<file path="src/common/sscs_map.vh">
// constants for the slow channel sequencer: setup bits, message ids, data values
`ifndef SSCS_MAP_VH
`define SSCS_MAP_VH

// protocol setup word field positions
`define SSCS_SETUP_WIDTH 16
`define SSCS_BIT_INTERLEAVE 3
`define SSCS_BIT_SLOW_OFF 4
`define SSCS_BIT_FAST_ERR_OFF 5
`define SSCS_BIT_CRC_STATUS 10
`define SSCS_BIT_CRC_LEGACY 11
`define SSCS_BIT_BLK2_EN 12
`define SSCS_BIT_BLK3_EN 13
`define SSCS_BIT_BLK4_EN 14
`define SSCS_BIT_BLK5_EN 15

// message word layout: id in the upper byte, data in the low 12 bits
`define SSCS_ID_WIDTH 8
`define SSCS_DATA_WIDTH 12
`define SSCS_MSG_WIDTH 20
`define SSCS_FIFO_DEPTH 4
`define SSCS_FIFO_AW 2

// message identifiers
`define SSCS_ID_ERROR 8'h01
`define SSCS_ID_SENSOR_TYPE 8'h03
`define SSCS_ID_MFR 8'h05
`define SSCS_ID_PROTO_REV 8'h06
`define SSCS_ID_TEMP 8'h23
`define SSCS_ID_SERIAL_BASE 8'h29
`define SSCS_ID_FAST_CHAR_BASE 8'h07
`define SSCS_ID_OEM_A_BASE 8'h90
`define SSCS_ID_OEM_B_BASE 8'h94

// fixed data values
`define SSCS_PROTO_REV_VALUE 12'h004
`define SSCS_TEMP_MIN 12'h001
`define SSCS_TEMP_MAX 12'hFF8
`define SSCS_FAST_ERR_FUNC 12'hFFA
`define SSCS_FAST_ERR_SENSOR 12'hFFB

// sequence shape
`define SSCS_LAST_BLOCK 3'h4
`define SSCS_LAST_INDEX 3'h4

// crc constants
`define SSCS_CRC_SEED 4'h5
`define SSCS_CRC_POLY 5'h1D

`endif

</file>
<file path="src/logic/sscs_fifo.v">
// small synchronous fifo with valid/ready on both sides
`timescale 1ns/1ps
module sscs_fifo #(
  parameter WIDTH = 20,
  parameter DEPTH = 4,
  parameter AW = 2
) (
  // clock and reset
  input wire mclk,
  input wire sys_rst,
  // fill side
  input wire in_valid,
  output wire in_ready,
  input wire [WIDTH-1:0] in_data,
  // drain side
  output wire out_valid,
  input wire out_ready,
  output wire [WIDTH-1:0] out_data
);
  reg [WIDTH-1:0] mem_reg [0:DEPTH-1];
  reg [AW-1:0] wr_ptr_reg;
  reg [AW-1:0] rd_ptr_reg;
  reg [AW:0] count_reg;
  wire push;
  wire pop;
  integer i;

  assign in_ready = (count_reg != DEPTH[AW:0]);
  assign out_valid = (count_reg != {(AW+1){1'b0}});
  assign out_data = mem_reg[rd_ptr_reg];
  assign push = in_valid && in_ready;
  assign pop = out_valid && out_ready;

  always @(posedge mclk or posedge sys_rst) begin
    if (sys_rst) begin
      wr_ptr_reg <= {AW{1'b0}};
      rd_ptr_reg <= {AW{1'b0}};
      count_reg <= {(AW+1){1'b0}};
      for (i = 0; i < DEPTH; i = i + 1) begin
        mem_reg[i] <= {WIDTH{1'b0}};
      end
    end else begin
      if (push) begin
        mem_reg[wr_ptr_reg] <= in_data;
        wr_ptr_reg <= wr_ptr_reg + {{(AW-1){1'b0}}, 1'b1};
      end
      if (pop) begin
        rd_ptr_reg <= rd_ptr_reg + {{(AW-1){1'b0}}, 1'b1};
      end
      if (push && !pop) begin
        count_reg <= count_reg + {{AW{1'b0}}, 1'b1};
      end else if (pop && !push) begin
        count_reg <= count_reg - {{AW{1'b0}}, 1'b1};
      end
    end
  end
endmodule // sscs_fifo

</file>
<file path="src/logic/sscs_sequencer.v">
// slow channel message sequencer, fast channel crc and error payload mapping
// Behaviour
// recommended crc by default; legacy crc when setup bit 11 set
// setup bit 10 puts the status nibble into the crc
// each slow message carries 8-bit id and 12-bit data
// setup bit 4 stops all slow channel messages; words already in the fifo (up to 4) still go out
// up to five blocks form the sequence; blocks 2 to 5 each enabled by configuration
// block 1 is always sent while the slow channel is on
// block 1: ids 01, 03, 05, 06 (revision 4), 23 in order
// temperature data held within 1 to 4088
// sensor type data is customer word 0 bits 11:0
// block 3: error code then ids 07..0A from customer words 1..3
// 12-bit values packed contiguously across 16-bit customer words
// block 4: error code then ids 90..93 from customer words 4..6
// block 5: error code then ids 94..97 from customer words 7..9
// diagnostics use id 01; every block starts with it
// optional mode sends the error code as every second message
// error bits 0..5: memory, adc/dsp, regulator, clipping, temperature, path
// bits 6,7,9,10 over/under voltage, hall, field; 8 reserved; 11 one
// fast channel mirror: 4090 or 4091 codes, path overflow clamps to limits
// block 2: error code then ids 29..2C, one serial byte each
// after last enabled block restart at block 1, repeating
// receiver decodes by id, not by position
`timescale 1ns/1ps
`include "sscs_map.vh"
module sscs_sequencer #(
  // manufacturer code: arbitrary neutral value
  parameter [11:0] MFR_CODE = 12'h0A5
) (
  // clock and reset
  input wire mclk,
  input wire sys_rst,
  // configuration
  input wire [15:0] setup_protocol,
  input wire [15:0] customer_word_0,
  input wire [15:0] customer_word_1,
  input wire [15:0] customer_word_2,
  input wire [15:0] customer_word_3,
  input wire [15:0] customer_word_4,
  input wire [15:0] customer_word_5,
  input wire [15:0] customer_word_6,
  input wire [15:0] customer_word_7,
  input wire [15:0] customer_word_8,
  input wire [15:0] customer_word_9,
  input wire [15:0] serial_number_high_word,
  input wire [15:0] serial_number_low_word,
  input wire [11:0] clamp_low,
  input wire [11:0] clamp_high,
  // live sensor state
  input wire [11:0] temperature_code,
  input wire [10:0] error_flags,
  input wire [11:0] fast_value,
  // fast channel frame for crc
  input wire [3:0] frame_status,
  input wire [23:0] frame_data,
  output reg [3:0] frame_crc,
  output reg [11:0] fast_payload,
  // slow channel message stream
  output wire slow_valid,
  input wire slow_ready,
  output wire [7:0] slow_id,
  output wire [11:0] slow_data,
  output wire [2:0] slow_block,
  output wire slow_active
);
  localparam ST_IDLE = 1'b0;
  localparam ST_RUN = 1'b1;

  reg state_reg;
  reg state_next;
  reg [2:0] block_reg;
  reg [2:0] block_next;
  reg [2:0] index_reg;
  reg [2:0] index_next;
  reg pend_err_reg;
  reg pend_err_next;
  reg [19:0] msg;
  reg [11:0] temp_sat;
  reg [11:0] err_word;
  reg [3:0] crc_calc;
  reg [11:0] fast_next;
  wire slow_off;
  wire [4:0] blk_en;
  wire push;
  wire fifo_in_ready;
  wire [19:0] fifo_out;
  integer k;

  assign slow_off = setup_protocol[`SSCS_BIT_SLOW_OFF];
  assign blk_en = {setup_protocol[`SSCS_BIT_BLK5_EN], setup_protocol[`SSCS_BIT_BLK4_EN],
                   setup_protocol[`SSCS_BIT_BLK3_EN], setup_protocol[`SSCS_BIT_BLK2_EN],
                   1'b1};

  // one crc step: shift the running value four bits through the polynomial, then fold in the nibble
  function [3:0] crc_step;
    input [3:0] c;
    input [3:0] n;
    reg [4:0] r;
    integer j;
    begin
      r = {1'b0, c};
      for (j = 0; j < 4; j = j + 1) begin
        r = {r[3:0], 1'b0};
        if (r[4]) begin
          r = r ^ `SSCS_CRC_POLY;
        end
      end
      crc_step = r[3:0] ^ n;
    end
  endfunction

  // k-th of four 12-bit values packed across three 16-bit words
  function [11:0] unpack;
    input [1:0] idx;
    input [15:0] wa;
    input [15:0] wb;
    input [15:0] wc;
    begin
      case (idx)
        2'h0: unpack = wa[11:0];
        2'h1: unpack = {wb[7:0], wa[15:12]};
        2'h2: unpack = {wc[3:0], wb[15:8]};
        default: unpack = wc[15:4];
      endcase
    end
  endfunction

  // next enabled block after b, wrapping to block 1
  function [2:0] next_block;
    input [2:0] b;
    input [4:0] en;
    reg [2:0] r;
    reg found;
    integer j;
    begin
      r = 3'h0;
      found = 1'b0;
      for (j = 1; j < 5; j = j + 1) begin
        if (!found && (j > b) && en[j]) begin
          r = j[2:0];
          found = 1'b1;
        end
      end
      next_block = r;
    end
  endfunction

  // error code word
  always @* begin
    err_word = {1'b1, error_flags};
    err_word[8] = 1'b0;
  end

  // temperature confined to the legal range
  always @* begin
    if (temperature_code < `SSCS_TEMP_MIN) begin
      temp_sat = `SSCS_TEMP_MIN;
    end else if (temperature_code > `SSCS_TEMP_MAX) begin
      temp_sat = `SSCS_TEMP_MAX;
    end else begin
      temp_sat = temperature_code;
    end
  end

  // message selection
  always @* begin
    msg = {`SSCS_ID_ERROR, err_word};
    if (pend_err_reg || index_reg == 3'h0) begin
      msg = {`SSCS_ID_ERROR, err_word};
    end else begin
      case (block_reg)
        3'h0: begin
          case (index_reg)
            3'h1: msg = {`SSCS_ID_SENSOR_TYPE, customer_word_0[11:0]};
            3'h2: msg = {`SSCS_ID_MFR, MFR_CODE};
            3'h3: msg = {`SSCS_ID_PROTO_REV, `SSCS_PROTO_REV_VALUE};
            default: msg = {`SSCS_ID_TEMP, temp_sat};
          endcase
        end
        3'h1: begin
          case (index_reg)
            3'h1: msg = {`SSCS_ID_SERIAL_BASE, 4'h0, serial_number_high_word[15:8]};
            3'h2: msg = {`SSCS_ID_SERIAL_BASE + 8'h01, 4'h0, serial_number_high_word[7:0]};
            3'h3: msg = {`SSCS_ID_SERIAL_BASE + 8'h02, 4'h0, serial_number_low_word[15:8]};
            default: msg = {`SSCS_ID_SERIAL_BASE + 8'h03, 4'h0, serial_number_low_word[7:0]};
          endcase
        end
        3'h2: msg = {`SSCS_ID_FAST_CHAR_BASE + {5'h00, index_reg} - 8'h01,
                     unpack(index_reg[1:0] - 2'h1, customer_word_1, customer_word_2,
                            customer_word_3)};
        3'h3: msg = {`SSCS_ID_OEM_A_BASE + {5'h00, index_reg} - 8'h01,
                     unpack(index_reg[1:0] - 2'h1, customer_word_4, customer_word_5,
                            customer_word_6)};
        default: msg = {`SSCS_ID_OEM_B_BASE + {5'h00, index_reg} - 8'h01,
                        unpack(index_reg[1:0] - 2'h1, customer_word_7, customer_word_8,
                               customer_word_9)};
      endcase
    end
  end

  assign push = (state_reg == ST_RUN) && !slow_off;

  // sequence walk, advanced only when the fifo takes a word
  always @* begin
    state_next = state_reg;
    block_next = block_reg;
    index_next = index_reg;
    pend_err_next = pend_err_reg;
    case (state_reg)
      ST_IDLE: begin
        block_next = 3'h0;
        index_next = 3'h0;
        pend_err_next = 1'b0;
        if (!slow_off) begin
          state_next = ST_RUN;
        end
      end
      ST_RUN: begin
        if (slow_off) begin
          state_next = ST_IDLE;
        end else if (fifo_in_ready) begin
          if (pend_err_reg) begin
            pend_err_next = 1'b0;
          end else if (index_reg == `SSCS_LAST_INDEX) begin
            index_next = 3'h0;
            block_next = next_block(block_reg, blk_en);
          end else begin
            index_next = index_reg + 3'h1;
            // interleave only between data words; the block start brings its own
            pend_err_next = setup_protocol[`SSCS_BIT_INTERLEAVE] && (index_reg != 3'h0)
                            && (index_reg != 3'h0);
          end
        end
      end
      default: state_next = ST_IDLE;
    endcase
  end

  always @(posedge mclk or posedge sys_rst) begin
    if (sys_rst) begin
      state_reg <= ST_IDLE;
      block_reg <= 3'h0;
      index_reg <= 3'h0;
      pend_err_reg <= 1'b0;
    end else begin
      state_reg <= state_next;
      block_reg <= block_next;
      index_reg <= index_next;
      pend_err_reg <= pend_err_next;
    end
  end

  // fast channel crc over status (optional) and six data nibbles
  always @* begin
    crc_calc = `SSCS_CRC_SEED;
    if (setup_protocol[`SSCS_BIT_CRC_STATUS]) begin
      crc_calc = crc_step(crc_calc, frame_status);
    end
    for (k = 5; k >= 0; k = k - 1) begin
      crc_calc = crc_step(crc_calc, frame_data[k*4 +: 4]);
    end
    if (!setup_protocol[`SSCS_BIT_CRC_LEGACY]) begin
      // recommended variant augments with a zero nibble
      crc_calc = crc_step(crc_calc, 4'h0);
    end
  end

  // fast channel payload with error mirroring
  always @* begin
    fast_next = fast_value;
    if (!setup_protocol[`SSCS_BIT_FAST_ERR_OFF]) begin
      if (error_flags[0] || error_flags[1] || error_flags[2] || error_flags[4] || error_flags[9]) begin
        fast_next = `SSCS_FAST_ERR_FUNC;
      end else if (error_flags[3] || error_flags[6] || error_flags[7] || error_flags[10]) begin
        fast_next = `SSCS_FAST_ERR_SENSOR;
      end else if (error_flags[5]) begin
        fast_next = (fast_value > clamp_high) ? clamp_high : clamp_low;
      end
    end
  end

  always @(posedge mclk or posedge sys_rst) begin
    if (sys_rst) begin
      frame_crc <= 4'h0;
      fast_payload <= 12'h000;
    end else begin
      frame_crc <= crc_calc;
      fast_payload <= fast_next;
    end
  end

  // fifo decouples the sequencer from the frame scheduler's pace
  sscs_fifo #(
    .WIDTH(`SSCS_MSG_WIDTH),
    .DEPTH(`SSCS_FIFO_DEPTH),
    .AW(`SSCS_FIFO_AW)
  ) u_fifo (
    .mclk(mclk),
    .sys_rst(sys_rst),
    .in_valid(push),
    .in_ready(fifo_in_ready),
    .in_data(msg),
    .out_valid(slow_valid),
    .out_ready(slow_ready),
    .out_data(fifo_out)
  );

  assign slow_id = fifo_out[19:12];
  assign slow_data = fifo_out[11:0];
  assign slow_block = block_reg;
  assign slow_active = (state_reg == ST_RUN);
endmodule // sscs_sequencer

</file>
<file path="config.mk">
export PLATFORM = sky130hd
export DESIGN_NAME = sscs_sequencer
export DESIGN_NICKNAME = d
export VERILOG_FILES = /design/src/logic/sscs_fifo.v /design/src/logic/sscs_sequencer.v
export VERILOG_INCLUDE_DIRS = /design/src /design/src/common
export SDC_FILE = /design/constraint.sdc
export NUM_CORES = 1
export LEC_CHECK = 0
export ABC_CLOCK_PERIOD_IN_PS = 5050
export BUFFER_PORTS_ARGS = -buffer_cell sky130_fd_sc_hd__buf_2
export CAP_MARGIN = 0
export CORE_AREA = 2 2 132 134
export DETAILED_ROUTE_END_ITERATION = 16
export DIE_AREA = 0 0 134 136
export HOLD_SLACK_MARGIN = 0.08
export PLACE_DENSITY = 0.79
export SLEW_MARGIN = 20
export SYNTH_ARGS = -nofsm -noshare
export SYNTH_HDL_FRONTEND = slang
export SYNTH_SLANG_ARGS = --single-unit
</file>
<file path="constraint.sdc">
create_clock -name mclk -period 5.05 [get_ports mclk]
set_clock_uncertainty 0.15 [all_clocks]
set_input_delay 1.01 -clock mclk [delete_from_list [all_inputs] [get_ports mclk]]
set_output_delay 1.01 -clock mclk [all_outputs]
set_load 0.02 [all_outputs]
</file>
==> Yosys cells after proc, flatten, opt, wreduce, memory -nomap -nowiden <==
Index checks and enable logic that the tools add are counted.
{ "totals": {"reg_bits": 111, "latch_bits": 0, "mem_bits_rw": 0, "rom_bits": 0, "inputBits": 298, "output_inout_bits": 41, "word_cells": 225, "mem_count": 0} }
{ "op_classes": {"n_addsub": 12, "multipliers": 0, "div_mod_pow": 0, "n_lt_le_gt_ge": 10, "n_eq_ne": 14, "shift": 0, "n_mux": 98, "bitwise": 40, "n_reduce_logical": 38} }
{ "ops": {"columns": ["cell", "n"], "rows": [
  ["$mux W4", 38],
  ["$pmux W12 S3", 3],
  ["$not A3 Y3", 30],
  ["$mux W12", 7],
  ["$bwmux W80", 1],
  ["$mux W20", 4],
  ["$pmux W20 S4", 1],
  ["$pmux W18 S3", 1],
  ["$pmux W15 S3", 1],
  ["$bmux W20 S2", 1],
  ["$demux W20 S2", 1],
  ["$mux W3", 13],
  ["$xor A4 B4 Y4", 7],
  ["$mux W1", 24],
  ["$add A8 B3 Y8 const A", 2],
  ["$sub A8 B1 Y8 const B", 2],
  ["$logic_and A1 B1 Y1", 15],
  ["$eq A3 B2 Y1 const B", 4],
  ["$gt A12 B12 Y1", 1],
  ["$gt A12 B12 Y1 const B", 1],
  ["$lt A12 B1 Y1 const B", 1],
  ["$pmux W3 S2", 2],
  ["$logic_or A1 B1 Y1", 8],
  ["$add A3 B1 Y3 const B", 2],
  ["28 further kinds", 42]
]} }

==> Longest topological paths before layout <==
{ "depth": {"word_depth": 75, "mapped_depth": 12, "depth_no_buf": 9} }

==> By module <==
From an unflattened synthesis, not the netlist that was laid out.
{ "hier_totals": {"cells_unflattened": 730, "area_unflattened_um2": 7733.7} }
{ "by_module_without_submodules": {"columns": ["mod", "instances", "cells_each", "area_per_inst_um2", "seq_area_each_um2"], "rows": [
  ["sscs_fifo", 1, 232, 3895.0, 2177.1],
  ["sscs_sequencer", 1, 498, 3838.7, 600.6]
]} }

==> Least setup slack after synthesis <==
Ideal clock, no wire load.
{ "synth_path": {"path_kind": "input to register", "start": "input port frame_data[21]", "end": "register frame_crc[0]", "setup_time_ps": 134, "arrival_ps": 2765, "t_required_ps": 4766, "path_slack_ps": 2001, "path_stages": 7, "n_path_buf": 0, "cell_sequence": "xnor2_2 xnor3_2 xor3_2 xnor3_2 xor2_1 a21oi_2 xnor2_1"} }
{ "synth_via": {"elab_chain_len": 46, "word_cells_on_any_way": 56, "cone_classes": "28 x mux; 28 x bitwise"} }
{ "synth_rtl": {"columns": ["item", "line_no", "source"], "rows": [
  ["from (decl)", "sscs_sequencer.v:55", "input wire [23:0] frame_data,"],
  ["$xor A4 B4 Y4 (*)", "sscs_sequencer.v:108", "crc_step = r[3:0] ^ n;"],
  ["$not A3 Y3 (no line)", null, null],
  ["$mux W4 (*)", "sscs_sequencer.v:104", "if (r[4]) begin"],
  ["$not A3 Y3 (no line)", null, null],
  ["$mux W4 (*) (3 in a row)", "sscs_sequencer.v:104", null],
  ["$xor A4 B4 Y4 (*)", "sscs_sequencer.v:108", null],
  ["$mux W4 (*)", "sscs_sequencer.v:104", null],
  ["$not A3 Y3 (no line) / $mux W4 (equally long branches)", null, null],
  ["[29 not listed]", null, null],
  ["$mux W4 / $not A3 Y3 (equally long branches)", null, null],
  ["$mux W4 (on tied branches)", "sscs_sequencer.v:262, sscs_sequencer.v:104", null],
  ["$not A3 Y3 (no line) / $mux W4 (equally long branches)", null, null],
  ["$mux W4", "sscs_sequencer.v:104", null],
  ["$mux W4", "sscs_sequencer.v:262", "if (!setup_protocol[`SSCS_BIT_CRC_LEGACY]) begin"],
  ["$mux W4", "sscs_sequencer.v:104", null],
  ["$mux W4 (*)", "sscs_sequencer.v:262", null],
  ["named net crc_calc[0]", "sscs_sequencer.v:80", "reg [3:0] crc_calc;"],
  ["to (signal assigned)", "sscs_sequencer.v:287", "frame_crc <= crc_calc;"],
  ["to (decl)", "sscs_sequencer.v:56", "output reg [3:0] frame_crc,"]
]} }
The timed path passes the listed nets; every way through them passes the cells marked *. The select of a mux whose other input is x is not followed.
A chain may end at the register's enable or synchronous reset.

==> Worst setup path in the final report <==
{ "layout_path": {"start": "register index_reg[1]", "end": "register u_fifo.mem_reg[0] in the netlist's numbering"} }
{ "layout_via": {"elab_chain_len": 6, "word_cells_on_any_way": 17, "cone_classes": "1 x add/sub; 5 x eq/ne; 8 x mux; 3 x reduce/logical"} }
{ "layout_rtl": {"columns": ["item", "line_no", "source"], "rows": [
  ["from (decl)", "sscs_sequencer.v:73", "reg [2:0] index_reg;"],
  ["from (signal assigned)", "sscs_sequencer.v:248", "index_reg <= index_next;"],
  ["$sub A2 B1 Y2", "sscs_sequencer.v:189, sscs_sequencer.v:192, sscs_sequencer.v:195", null],
  ["$eq A2 B2 Y1 (tied with other cells)", "sscs_sequencer.v:119", "case (idx)"],
  ["$pmux W12 S3", "sscs_sequencer.v:119", null],
  ["$pmux W20 S4", "sscs_sequencer.v:171", "case (block_reg)"],
  ["$mux W20 (*)", "sscs_sequencer.v:168", "if (pend_err_reg || index_reg == 3'h0) begin"],
  ["$bwmux W80 (*)", "sscs_fifo.v:44", "mem_reg[wr_ptr_reg] <= in_data;"],
  ["to (signal, indexed assignment)", "sscs_fifo.v:40", "mem_reg[i] <= {WIDTH{1'b0}};"],
  ["to (signal, indexed assignment)", "sscs_fifo.v:44", null],
  ["to (decl)", "sscs_fifo.v:20", "reg [WIDTH-1:0] mem_reg [0:DEPTH-1];"]
]} }
Every way passes the cells marked *; elsewhere a longest branch is shown, timed or not.

==> impl_results.md <==
* Cells after Synth at 748
* Die area at 18200 um^2
* Crit. End Element: flip-flop
* Drt drc at 0
* First drt pass iteration count at 8
* Total Routing Usage GR at 27.2%
* Post-Place Cells at 1254
* Hold-fix buffers, CTS at 0
* Fin area at 9560 um^2
* Sequential share of the synthesized area at 35.9%
* Max reg flops at 76
* Die Ht at 136 um
* FMAX at 265 MHz
* Ys async rst share at 100%
* Number of max-cap violations at 0
* Synth warnings at 0
* Commonest cells after routing, fill and taps aside: buf_2, dfrtp_1, nand2_1
* Initial DRC Count at 748
* Placement Cell Area at 9240 um^2
* Slew headroom at 28.8%
* Final HPWL DP at 19.6 mm
* CTS Buf Count at 9
* Fin util at 56.7%
* GP Congestion at 0.914
* Maximum VDD drop at 0.239 mV
* Mean Syn Cell Area at 9.97 um^2
* Pwr dens at 456 nW/um^2
* R2R setup slack at 1.27 ns
* Worst R2R Path Depth at 8
* Clk buf depth at 2
* Tot Pwr at 0.00436 W
* Clock root buffer: clkbuf_16
* RR Endpoint: u_fifo.mem_reg[0]
* Hold path startpoint: u_fifo.mem_reg[57]
* Cell row count at 48
* Port bufs at 325
* Final wirelength at 25.0 mm
* Most common cell after layout, fill and taps aside: buf_2
* Crit Path Category: flip-flop to flip-flop
* Top Ports at 339
* Nets at 1368
* Core area at 16900 um^2
* CP max FO at 45
* Synth cell types at 64
* Initial antenna violation count at 3
* Fraction of layout cells with a size suffix above 1 at 43.0%
* Synth-to-Final Area Change at 28.1%
* Hold Path Class: flip-flop to flip-flop
* Synthesized area at 7460 um^2
* Initial Util at 44.2%
* Status: completed
* First-pass GRT wire length at 38.0 mm
* Critical Path RT at 5.14 ns
* FF+latch count, synth at 107
* Top_reg_cell synth: dfrtp_1
* Post-route insts no fill at 1272
* Via Count at 7319
* Hold Fails Final Rpt at 0
* Unrepaired setup endpoints after global routing: no
* CP max-delay cell: nor2b_1
* Slew Viols, Final at 0
* Setup violators final at 0
* Hold endpoint: u_fifo.mem_reg[57]
* Period utilisation layout at 74.8%
* EDFF count, synth at 0
* Worst-Margin Slew at 1.07 ns
* CP Launch Type: flip-flop
* Post-CTS setup repair buffer count at 0
* Detail Route Antenna Nets at 0
* Largest net degree at the start of global routing at 77
* Remaining global-route overflow at 0
* H-tree depth at 3
* CTS tree: done
* DR WL/cell at 19.7 um
* Leak at 4.60 nW
* Final min period at 3.78 ns
* Worst-path clk slew at 0.07 ns
* Vias in the first global route at 7126
* Die span in x at 134 um
* Clock sink count at 107
* CP max stage delay at 0.70 ns
* Syn_nets at 1076
* Drt via density at 5.75
* Setup TNS at 0 ns
* Data arrival, critical path at 3.87 ns
* Hold Crit Depth at 2
* Critical R2R Launch: index_reg[1]
* Worst-skew pair later-pin latency at 0.35 ns
* Crit-path cells: inv_1 -> ha_2 -> o21bai_1 -> nor2b_1 -> a311oi_1 -> o41ai_1 -> o21ai_1 -> mux2_2
* Cts repair resizes at 0
-- worst max-delay path, delay by kind of cell, from the launching register on --
kind            cells  cell delay, ns
buf+inv             1            0.19
flops               1            0.47
compound gates      4            1.34
fa+ha+maj           1            0.50
simple gates        1            0.70
mux                 1            0.31
-- cell type report --
cell class / count / area [um^2]
flip-flops and latches: 107 / 2680
inverters: 35 / 134
fillers: 1460 / 7320
clock buffers: 9 / 225
diodes: 2 / 5.00
well taps: 225 / 282
clock inverters: 7 / 91.3
repair buffers: 334 / 1690
multi-input cells: 553 / 4450
-- cell families after synthesis --
family,share of synthesized area [%]
xor+xnor,6.59
compound gates,19.3
other cells,0.0503
mux,18.4
simple gates,10.1
flops,35.9
buf+inv,4.54
fa+ha+maj,5.13
-- worst max-delay path by stage --
stage | startpoint | end | slack (ns) | depth (start not counted)
2_1_floorplan | sys_rst | fast_payload[0] | 1.07 | 1
3_3_place_gp | index_reg[1] | u_fifo.mem_reg[0] | 1.46 | 8
3_5_place_dp | index_reg[1] | u_fifo.mem_reg[0] | 1.38 | 8
4_1_cts | index_reg[1] | u_fifo.mem_reg[0] | 1.38 | 8
5_1_grt | index_reg[1] | u_fifo.mem_reg[1] | 1.08 | 10
6_report | index_reg[1] | u_fifo.mem_reg[0] | 1.27 | 8
-- through the flow --
step,hold WS (ns),worst slack [ns]
after floorplan,0.293,1.07
after global placement,0.306,1.46
after detailed placement,0.315,1.38
after CTS,0.331,1.38
after global routing,0.359,1.08
final,0.327,1.27
-- cells in the mapped netlist, types with 5 or more instances --
cell type	number	area share, %
a21o_1	6	0.60
dfrtp_1	107	36
nor2_1	51	2.6
o21ai_0	40	2.7
nor3_1	5	0.34
buf_1	10	0.50
inv_1	32	1.6
mux2_2	58	8.8
mux4_2	24	7.2
a222oi_1	45	6.0
o211ai_1	6	0.60
nand2b_1	6	0.50
clkbuf_1	38	1.9
a21oi_1	46	3.1
xnor2_1	23	2.7
mux2i_1	18	2.4
nand2_1	71	3.6
ha_1	29	4.9
nor2b_1	10	0.84
a211oi_1	5	0.50
nand4_1	7	0.59
o21ai_1	15	1.0
xor2_1	13	1.5
o22ai_1	8	0.67
-- power breakdown --
group          total, W  switching [W]  internal [W]
Clock          0.000762       0.000328      0.000434
Combinational   0.00220        0.00118       0.00101
Sequential      0.00141       0.000227       0.00118
Total           0.00436        0.00174       0.00262
-- per-layer routing --
layer  vias up  global-route usage [%]  part of all wire (%)
met3        59                    4.10                   6.8
met1      3479                    33.2                    39
li1       3389                       -                     -
met2       392                    47.8                    51
met5         -                       0                     0
met4         0                    11.9                   4.0
Power figures use the tool's default switching activity.
